## src/tmif_consts.svh

```systemverilog
// tmif_consts.svh: offsets, bit positions, reset values and mode codes
`ifndef TMIF_CONSTS_SVH
`define TMIF_CONSTS_SVH

`define TMIF_ADDR_W 12
`define TMIF_OFS_INT_ENABLE 12'h000
`define TMIF_OFS_EXT_INT_ENABLE 12'h004
`define TMIF_OFS_INT_FLAGS 12'h008
`define TMIF_OFS_EXT_INT_FLAGS 12'h00C

`define TMIF_RST_REG 8'h00
`define TMIF_RST_EXT 6'h00
`define TMIF_RST_FLAGS 10'h000
`define TMIF_RST_PRDATA 32'h00000000

`define TMIF_NUM_SRC 10
`define TMIF_STD_SRCS 4
`define TMIF_STD_TOP 5
`define TMIF_EXT_TOP 9

`define TMIF_BIT_CAP 5
`define TMIF_BIT_CMPA 4
`define TMIF_BIT_CMPB 3
`define TMIF_BIT_OVF 2
`define TMIF_BIT_T3_CMPC 1
`define TMIF_BIT_T1_CMPC 0

`define TMIF_SRC_T1_CAP 0
`define TMIF_SRC_T1_CMPA 1
`define TMIF_SRC_T1_CMPB 2
`define TMIF_SRC_T1_OVF 3
`define TMIF_SRC_T3_CAP 4
`define TMIF_SRC_T3_CMPA 5
`define TMIF_SRC_T3_CMPB 6
`define TMIF_SRC_T3_OVF 7
`define TMIF_SRC_T3_CMPC 8
`define TMIF_SRC_T1_CMPC 9

`define TMIF_WGM_NORMAL 4'h0
`define TMIF_WGM_CTC_CMP 4'h4
`define TMIF_WGM_CTC_CAP 4'hC
`define TMIF_WGM_CAPTOP_BIT 3

`endif

```

## src/tmif_pkg.sv

```systemverilog
// tmif_pkg.sv: types shared by the timer interrupt flag logic
package tmif_pkg;
  typedef logic [7:0] tmif_reg_t;
  typedef logic [9:0] tmif_src_vec_t;
  typedef logic [3:0] tmif_wgm_t;
  typedef logic [4:0] tmif_evt_t;
endpackage

```

## src/tmif_ctrl.sv

```systemverilog
// tmif_ctrl.sv: timer interrupt enables, event flags and requests on APB
`timescale 1ns/100ps
`include "tmif_consts.svh"

// Overview of operation
// t1 capture request: enable, global, flag
// t1 compare A request: enable, global, flag
// t1 compare B request: enable, global, flag
// t1 overflow request: enable, global, flag
// t3 capture request: extended enable, global, flag
// t3 compare A request: extended enable, global, flag
// t3 compare B request: extended enable, global, flag
// t3 overflow request: extended enable, global, flag
// t3 compare C request: extended enable, global, flag
// t1 compare C request: extended enable, global, flag
// software writes reserved mask bits as zero
// legacy mode hides extended mask register
// capture pin event sets t1 capture flag
// capture-as-top mode: top sets capture flag
// capture flag cleared by vector or one
// compare A flag set tick after match
// compare B flag set tick after match
// forced compare strobe never sets flags
// compare flags cleared by vector or one
// overflow flag source follows waveform mode
// overflow flag cleared by vector or one
// t3 compare flags set tick after match
// extended flags share one register layout
// writing zero leaves a flag unchanged
module tmif_ctrl
  import tmif_pkg::*;
#(
  parameter int CNT_W = 16
)
(
  input wire logic clk_sys,
  input wire logic rstn,
  input wire logic psel,
  input wire logic penable,
  input wire logic pwrite,
  input wire logic [`TMIF_ADDR_W-1:0] paddr,
  input wire logic [31:0] pwdata,
  output logic [31:0] prdata,
  output logic pready,
  output logic pslverr,
  input wire logic globalIntEnable,
  input wire logic legacyModePin,
  input wire tmif_src_vec_t vecAck,
  input wire logic [1:0] timerTick,
  input wire logic [1:0] capturePin,
  input wire logic [1:0][CNT_W-1:0] timerCounter,
  input wire logic [1:0][CNT_W-1:0] captureValue,
  input wire logic [1:0][CNT_W-1:0] compareAValue,
  input wire logic [1:0][CNT_W-1:0] compareBValue,
  input wire logic [1:0][CNT_W-1:0] compareCValue,
  input wire tmif_wgm_t [1:0] waveformModeSelect,
  input wire logic [1:0] overflowEvt,
  input wire logic [1:0] modeTovEvt,
  output tmif_src_vec_t irqReq
);

  generate
    if (CNT_W < 2 || CNT_W > 32)
    begin : g_badWidth
      $error("tmif_ctrl: CNT_W must lie in 2..32");
    end
  endgenerate

  // apb decode; zero wait states, so pready is tied high
  wire setupPh = psel & ~penable;
  wire accessPh = psel & penable;
  wire hitEn = paddr == `TMIF_OFS_INT_ENABLE;
  wire hitExtEn = paddr == `TMIF_OFS_EXT_INT_ENABLE;
  wire hitFlag = paddr == `TMIF_OFS_INT_FLAGS;
  wire hitExtFlag = paddr == `TMIF_OFS_EXT_INT_FLAGS;
  wire hitAny = hitEn | hitExtEn | hitFlag | hitExtFlag;
  wire wrAcc = accessPh & pwrite;

  assign pready = 1'b1;
  assign pslverr = accessPh & ~hitAny;

  logic legacySync1_q;
  logic legacySync2_q;
  wire legacyMode = legacySync2_q;

  tmif_reg_t intEnable_q;
  logic [5:0] extIntEnable_q;
  tmif_src_vec_t flags_q;
  tmif_src_vec_t flags_d;
  tmif_src_vec_t setVec;
  tmif_src_vec_t effEn;
  tmif_src_vec_t irqReq_q;
  logic [31:0] prdata_q;

  wire wrEn = wrAcc & hitEn;
  // extended mask is absent in legacy mode: writes dropped
  // legacy write block
  wire wrExtEn = wrAcc & hitExtEn & ~legacyMode;
  wire wrFlag = wrAcc & hitFlag;
  wire wrExtFlag = wrAcc & hitExtFlag;

  // fuse level comes from outside, so it is synchronised first
  always_ff @(posedge clk_sys or negedge rstn)
  begin
    if (!rstn)
    begin
      legacySync1_q <= 1'b0;
      legacySync2_q <= 1'b0;
    end
    else
    begin
      legacySync1_q <= legacyModePin;
      legacySync2_q <= legacySync1_q;
    end
  end

  always_ff @(posedge clk_sys or negedge rstn)
  begin
    if (!rstn)
      intEnable_q <= `TMIF_RST_REG;
    else if (wrEn)
      intEnable_q <= pwdata[7:0];
  end

  // reserved bits 7:6 are not stored and read back as zero
  // reserved bits dropped
  always_ff @(posedge clk_sys or negedge rstn)
  begin
    if (!rstn)
      extIntEnable_q <= `TMIF_RST_EXT;
    else if (wrExtEn)
      extIntEnable_q <= pwdata[5:0];
  end

  // capture pins: two stages, then a third for edge detection
  logic [1:0] pinSync1_q;
  logic [1:0] pinSync2_q;
  logic [1:0] pinLast_q;

  always_ff @(posedge clk_sys or negedge rstn)
  begin
    if (!rstn)
    begin
      pinSync1_q <= 2'h0;
      pinSync2_q <= 2'h0;
      pinLast_q <= 2'h0;
    end
    else
    begin
      pinSync1_q <= capturePin;
      pinSync2_q <= pinSync1_q;
      pinLast_q <= pinSync2_q;
    end
  end

  tmif_evt_t [1:0] rawEvt;

  // per timer: raw events in order cap, cmpA, cmpB, cmpC, ovf
  genvar t;
  generate
    for (t = 0; t < 2; t++)
    begin : g_tmr
      logic [3:0] pend_q;
      wire [3:0] matchNow;
      wire capTop;
      wire tovPlain;
      wire pinEvt;
      wire [3:0] matchEvt;

      assign capTop = waveformModeSelect[t][`TMIF_WGM_CAPTOP_BIT] &
                      ~waveformModeSelect[t][0];
      assign tovPlain = waveformModeSelect[t] == `TMIF_WGM_NORMAL ||
                        waveformModeSelect[t] == `TMIF_WGM_CTC_CMP ||
                        waveformModeSelect[t] == `TMIF_WGM_CTC_CAP;
      assign pinEvt = pinSync2_q[t] & ~pinLast_q[t];

      // only counter equality arms a flag; force strobes never enter
      // no forced set
      assign matchNow[0] = timerCounter[t] == compareAValue[t];
      assign matchNow[1] = timerCounter[t] == compareBValue[t];
      assign matchNow[2] = timerCounter[t] == compareCValue[t];
      // top in capture mode
      assign matchNow[3] = capTop & (timerCounter[t] == captureValue[t]);

      // match seen on one tick raises the flag on the next tick
      // one tick delay
      always_ff @(posedge clk_sys or negedge rstn)
      begin
        if (!rstn)
          pend_q <= 4'h0;
        else if (timerTick[t])
          pend_q <= matchNow;
      end

      assign matchEvt = pend_q & {4{timerTick[t]}};

      // pin capture is ignored while the capture value is the top
      // capture sources
      assign rawEvt[t][0] = (pinEvt & ~capTop) | matchEvt[3];
      assign rawEvt[t][1] = matchEvt[0];
      assign rawEvt[t][2] = matchEvt[1];
      assign rawEvt[t][3] = matchEvt[2];
      // overflow source by mode
      assign rawEvt[t][4] = tovPlain ? overflowEvt[t] : modeTovEvt[t];
    end
  endgenerate

  assign setVec[`TMIF_SRC_T1_CAP] = rawEvt[0][0];
  assign setVec[`TMIF_SRC_T1_CMPA] = rawEvt[0][1];
  assign setVec[`TMIF_SRC_T1_CMPB] = rawEvt[0][2];
  assign setVec[`TMIF_SRC_T1_OVF] = rawEvt[0][4];
  assign setVec[`TMIF_SRC_T3_CAP] = rawEvt[1][0];
  assign setVec[`TMIF_SRC_T3_CMPA] = rawEvt[1][1];
  assign setVec[`TMIF_SRC_T3_CMPB] = rawEvt[1][2];
  assign setVec[`TMIF_SRC_T3_OVF] = rawEvt[1][4];
  assign setVec[`TMIF_SRC_T3_CMPC] = rawEvt[1][3];
  assign setVec[`TMIF_SRC_T1_CMPC] = rawEvt[0][3];

  // sources 0..3 live in the standard registers, 4..9 in the extended
  genvar i;
  generate
    for (i = 0; i < `TMIF_NUM_SRC; i++)
    begin : g_src
      localparam int BITP = (i < `TMIF_STD_SRCS) ?
                            `TMIF_STD_TOP - i : `TMIF_EXT_TOP - i;
      wire wrClr;
      wire clr;
      if (i < `TMIF_STD_SRCS)
      begin : g_std
        // standard enables
        assign effEn[i] = intEnable_q[BITP];
        assign wrClr = wrFlag & pwdata[BITP];
      end
      else
      begin : g_ext
        // extended enables, gone in legacy mode
        // legacy masks out
        assign effEn[i] = extIntEnable_q[BITP] & ~legacyMode;
        // extended flag layout
        assign wrClr = wrExtFlag & pwdata[BITP];
      end
      // vector or one clears
      assign clr = wrClr | vecAck[i];
      // new event beats a clear in the same cycle; zero writes keep
      // zero keeps flag
      assign flags_d[i] = setVec[i] | (flags_q[i] & ~clr);
    end
  endgenerate

  always_ff @(posedge clk_sys or negedge rstn)
  begin
    if (!rstn)
      flags_q <= `TMIF_RST_FLAGS;
    else
      flags_q <= flags_d;
  end

  // built from next flags so a taken vector drops its request at once
  // request gating
  always_ff @(posedge clk_sys or negedge rstn)
  begin
    if (!rstn)
      irqReq_q <= `TMIF_RST_FLAGS;
    else
      irqReq_q <= effEn & flags_d & {`TMIF_NUM_SRC{globalIntEnable}};
  end

  assign irqReq = irqReq_q;

  wire [7:0] stdFlagRd = {2'b00, flags_q[0], flags_q[1], flags_q[2],
                          flags_q[3], 2'b00};
  // extended flag read layout
  wire [7:0] extFlagRd = {2'b00, flags_q[4], flags_q[5], flags_q[6],
                          flags_q[7], flags_q[8], flags_q[9]};
  // legacy reads zero
  wire [7:0] extEnRd = legacyMode ? 8'h00 : {2'b00, extIntEnable_q};
  wire [7:0] rdData = hitEn ? intEnable_q :
                      hitExtEn ? extEnRd :
                      hitFlag ? stdFlagRd :
                      hitExtFlag ? extFlagRd : 8'h00;

  // read data captured in setup, valid through the access phase
  always_ff @(posedge clk_sys or negedge rstn)
  begin
    if (!rstn)
      prdata_q <= `TMIF_RST_PRDATA;
    else if (setupPh & ~pwrite)
      prdata_q <= {24'h000000, rdData};
  end

  assign prdata = prdata_q;
endmodule

```

## config.mk

```make
export PLATFORM = sky130hd
export DESIGN_NAME = tmif_ctrl
export DESIGN_NICKNAME = d
export VERILOG_FILES = /design/src/tmif_pkg.sv /design/src/tmif_ctrl.sv
export VERILOG_INCLUDE_DIRS = /design/src
export SDC_FILE = /design/constraint.sdc
export NUM_CORES = 1
export LEC_CHECK = 0
export BUFFER_PORTS_ARGS = -buffer_cell sky130_fd_sc_hd__buf_2
export CORE_MARGIN = 5
export CORE_UTILIZATION = 40
export DETAILED_ROUTE_END_ITERATION = 10
export PLACE_DENSITY_LB_ADDON = 0.15
export SKIP_LAST_GASP = 1
export SLEW_MARGIN = 40
export SYNTH_ARGS = -nofsm -noshare
export SYNTH_HDL_FRONTEND = slang
export SYNTH_SLANG_ARGS = --single-unit
export TNS_END_PERCENT = 50
```

## constraint.sdc

```tcl
create_clock -name clk_sys -period 1.85 [get_ports clk_sys]
set_input_delay 0.185 -clock clk_sys [delete_from_list [all_inputs] [get_ports clk_sys]]
set_output_delay 0.185 -clock clk_sys [all_outputs]
set_load 0.01 [all_outputs]
```

==> impl_metrics.csv <==
group,metric,value,unit
outcome,status,"finished, final reports clean",
logic_synthesis,ys_ff_latch,58,
route,wl_per_cell,16.5,µm
global_route,overflow,0,
clock_network,clk_path_buf_depth,2,
route,dr_wl_met2,6570,µm
critical_path,crit_family,"simple AND/OR/NAND/NOR gates",
logic_synthesis,synth_edf_count,0,
layout,fin_cells,792,
critical_path,cp-start-kind,"input pin",
die,placementRows,37,
clock_network,tritoncts,"done",
global_route,grt_start_max_net_pins,24,
critical_path,max_stage_delay,0.53,ns
die,die_x,112,µm
pwr,p_per_area,584,nW/µm²
critical_path,rrSetupSlack,0.15,ns
timing,finalSetupViolations,0,
timing,fin_skew,0.00663,ns
route,route.detailed.drc,0,
critical_path,r2r-start,"legacyMode",
run,maxCapViolCount,0,
worst_hold_path,hold_path.class,"in2reg",
layout,fin_util,55.6,%
route,top_layer_used,"met4",
route,route.met3.wl,1000,µm
timing,hold_viol_final,0,
placed_design,pre_cts_slack,-0.211,ns
critical_path,reg2reg_depth,4,
clock_network,htree_num_levels,3,
layout,drive_gt1_share,46.0,%
logic_synthesis,yosys.area.top_type,"dfrtp_1",
critical_path,worst-path-buf-inv,4,
die,initial_utilization,40.6,%
timing,finalCritPeriodShare,95.9,%
route,ant_nets,0,
logic_synthesis,synth_cell_type_count,44,
logic_synthesis,ys.flop_type,"dfrtp_1",
global_route,antenna_found_initial,0,
die,fp.coreArea,10200,µm²
clock_network,cts-root-buf,"clkbuf_8",
layout,nFillCells,963,
critical_path,crit_type,"in2out",
logic_synthesis,netlist.area_leader.share,35.1,%
critical_path,cp_slowest_cell,"or4_1",
clock_network,clk_pin_slew,0.06,ns
logic_synthesis,yosysSeqAreaShare,35.1,%
clock_network,postCtsSetupRepairBufs,0,
die,ios,281,
timing,drv_slew,0,
placed_design,placed_cells,772,
die,fp.dieH,112,µm
placed_design,numPortBuffers,231,
global_route,track_usage,20.4,%
logic_synthesis,synth_area_leaders,"dfrtp_1 35%, xnor2_1 24%, mux2_2 5.5%",
critical_path,cp_cell_sequence,"buf_2 -> or4_1 -> buf_6 -> nor2_4 -> nand2_2 -> buf_4 -> and3_1 -> buf_2",
timing,rsz0062_at_grt,"no",
logic_synthesis,yosysMostFrequentCell,"xnor2_1",
worst_hold_path,holdPathEnd,"intEnable_q[6]",
global_route,grt_pass1_vias,4106,
pwr,worst_ir_drop_vdd,0.269,mV
critical_path,cp.arrival,1.59,ns
clock_network,cts.sinks,58,
pwr,leakagePower,0.00274,µW
critical_path,crit_top_cell,"buf_2",
route,num_vias,3836,
timing,worst_slack,0.0753,ns
route,first_pass_iters,4,
clock_network,cts_buffers,9,
global_route,grt_pass1_wl,20400,µm
worst_hold_path,min_path_cells,2,
logic_synthesis,netlist_area,4130,µm²
critical_path,endpoint_kind,"primary output",
route,met1Wirelength,5220,µm
placed_design,gp_congestion,0.874,
critical_path,cp.required,1.66,ns
logic_synthesis,syn_inst,412,
logic_synthesis,ys_warn_count,0,
clock_network,insertion_delay,0.33,ns
layout,insertedDiodeCount,0,
layout,fin_nets,888,
timing,fin_crit,1.77,ns
logic_synthesis,avgSynthCellArea,10.0,µm²
worst_hold_path,hp-start,"pwdata[6]",
logic_synthesis,async_flop_share,100,%
die,fp.dieArea,12500,µm²
critical_path,crit_path_max_fanout,7,
placed_design,dpl.hpwl,11500,µm
route,drtIter0Drc,133,
logic_synthesis,synth_commonest_cells,"112 x xnor2_1, 58 x dfrtp_1, 31 x nand4_1",
route,routed_wl,13000,µm
layout,area_growth,36.9,%
route,vias_per_cell,4.84,
critical_path,reg2reg_to,"extIntEnable_q[3]",
timing,fmax,563,MHz
[through the flow]
stage | setup TNS [ns] | hold WS, ns | instance area (µm²) | power, µW
global placement | -2.62 | 0.175 | 5400 | 2110
global route | 0 | 0.0783 | 5660 | 3490
detailed placement | -2.27 | 0.170 | 5400 | 2130
finish | 0 | 0.0881 | 5660 | 3310
CTS | 0 | 0.0707 | 5650 | 3350
floorplan | 0 | -0.111 | 4220 | 1770
[metal layers]
layer	vias up	GRT usage, %
met2	183	35.8
met4	0	5.84
met3	24	5.87
li1	1870	-
met1	1759	24.3
met5	-	0
[power breakdown]
group          internal, µW  switching [µW]  total [µW]
registers              1300            15.1        1310
clock network           674             525        1200
logic                   414             380         794
total                  2390             920        3310
[layout make-up]
class                      count  area [µm²]  share of cell area [%]
multi-input combinational    316        2430                    42.9
sequential                    58        1450                    25.7
timing repair buffer         253        1350                    23.8
clock inverter                 6        72.6                    1.28
tap                          136         170                    3.01
inverter                      13        48.8                   0.862
clock buffer                  10         138                    2.43
[state kept, by name, indices dropped and copies added, names as in the netlist]
name	flops
extIntEnable_q	6
flags_q	10
g_tmr.pend_q	8
intEnable_q	8
irqReq	10
legacyMode	1
legacySync1_q	1
pinLast_q	2
pinSync1_q	2
pinSync2_q	2
prdata	8
[timing repair]
action | in CTS | in global routing
endpoints found under the hold margin | 24 | 0
hold buffers | 4 | 0
resized for setup | 0 | 2
endpoints found under the setup margin | 0 | 1
[how the worst max path moves through the flow]
stage | end | start | depth (start not counted)
4_1_cts | pslverr | paddr[9] | 8
2_1_floorplan | irqReq[0] | paddr[5] | 6
3_5_place_dp | irqReq[9] | paddr[9] | 7
5_1_grt | pslverr | paddr[9] | 8
6_report | pslverr | paddr[9] | 8
3_3_place_gp | irqReq[9] | paddr[9] | 7
[cell families after synthesis]
group                     synth area share (%)
and+or+nand+nor                           16.7
other                                    0.182
xor gates and xnor gates                  27.1
muxes                                     5.94
DFF                                       35.1
buffers and inverters                     8.21
AOI/OAI and AO/OA                         6.66
[cells in the final DEF (no fill, tap or decap), types with 13 or more instances in the layout]
| cell type | Yosys | routed |
|---|---|---|
| buf_2 | 1 | 231 |
| buf_4 | 25 | 16 |
| conb_1 | 2 | 25 |
| dfrtp_1 | 58 | 58 |
| inv_1 | 13 | 13 |
| mux2_2 | 20 | 20 |
| nand4_1 | 31 | 31 |
| nor4_1 | 14 | 14 |
| xnor2_1 | 112 | 112 |
| xor2_1 | 16 | 16 |
[worst reg2reg max path: stages, from the launching register on]
cell	delay (ns)
dfrtp_1	0.38
or3b_2	0.52
nor3_4	0.22
buf_12	0.14
mux2_2	0.32
No activity file was read; power rests on OpenSTA's default activity.
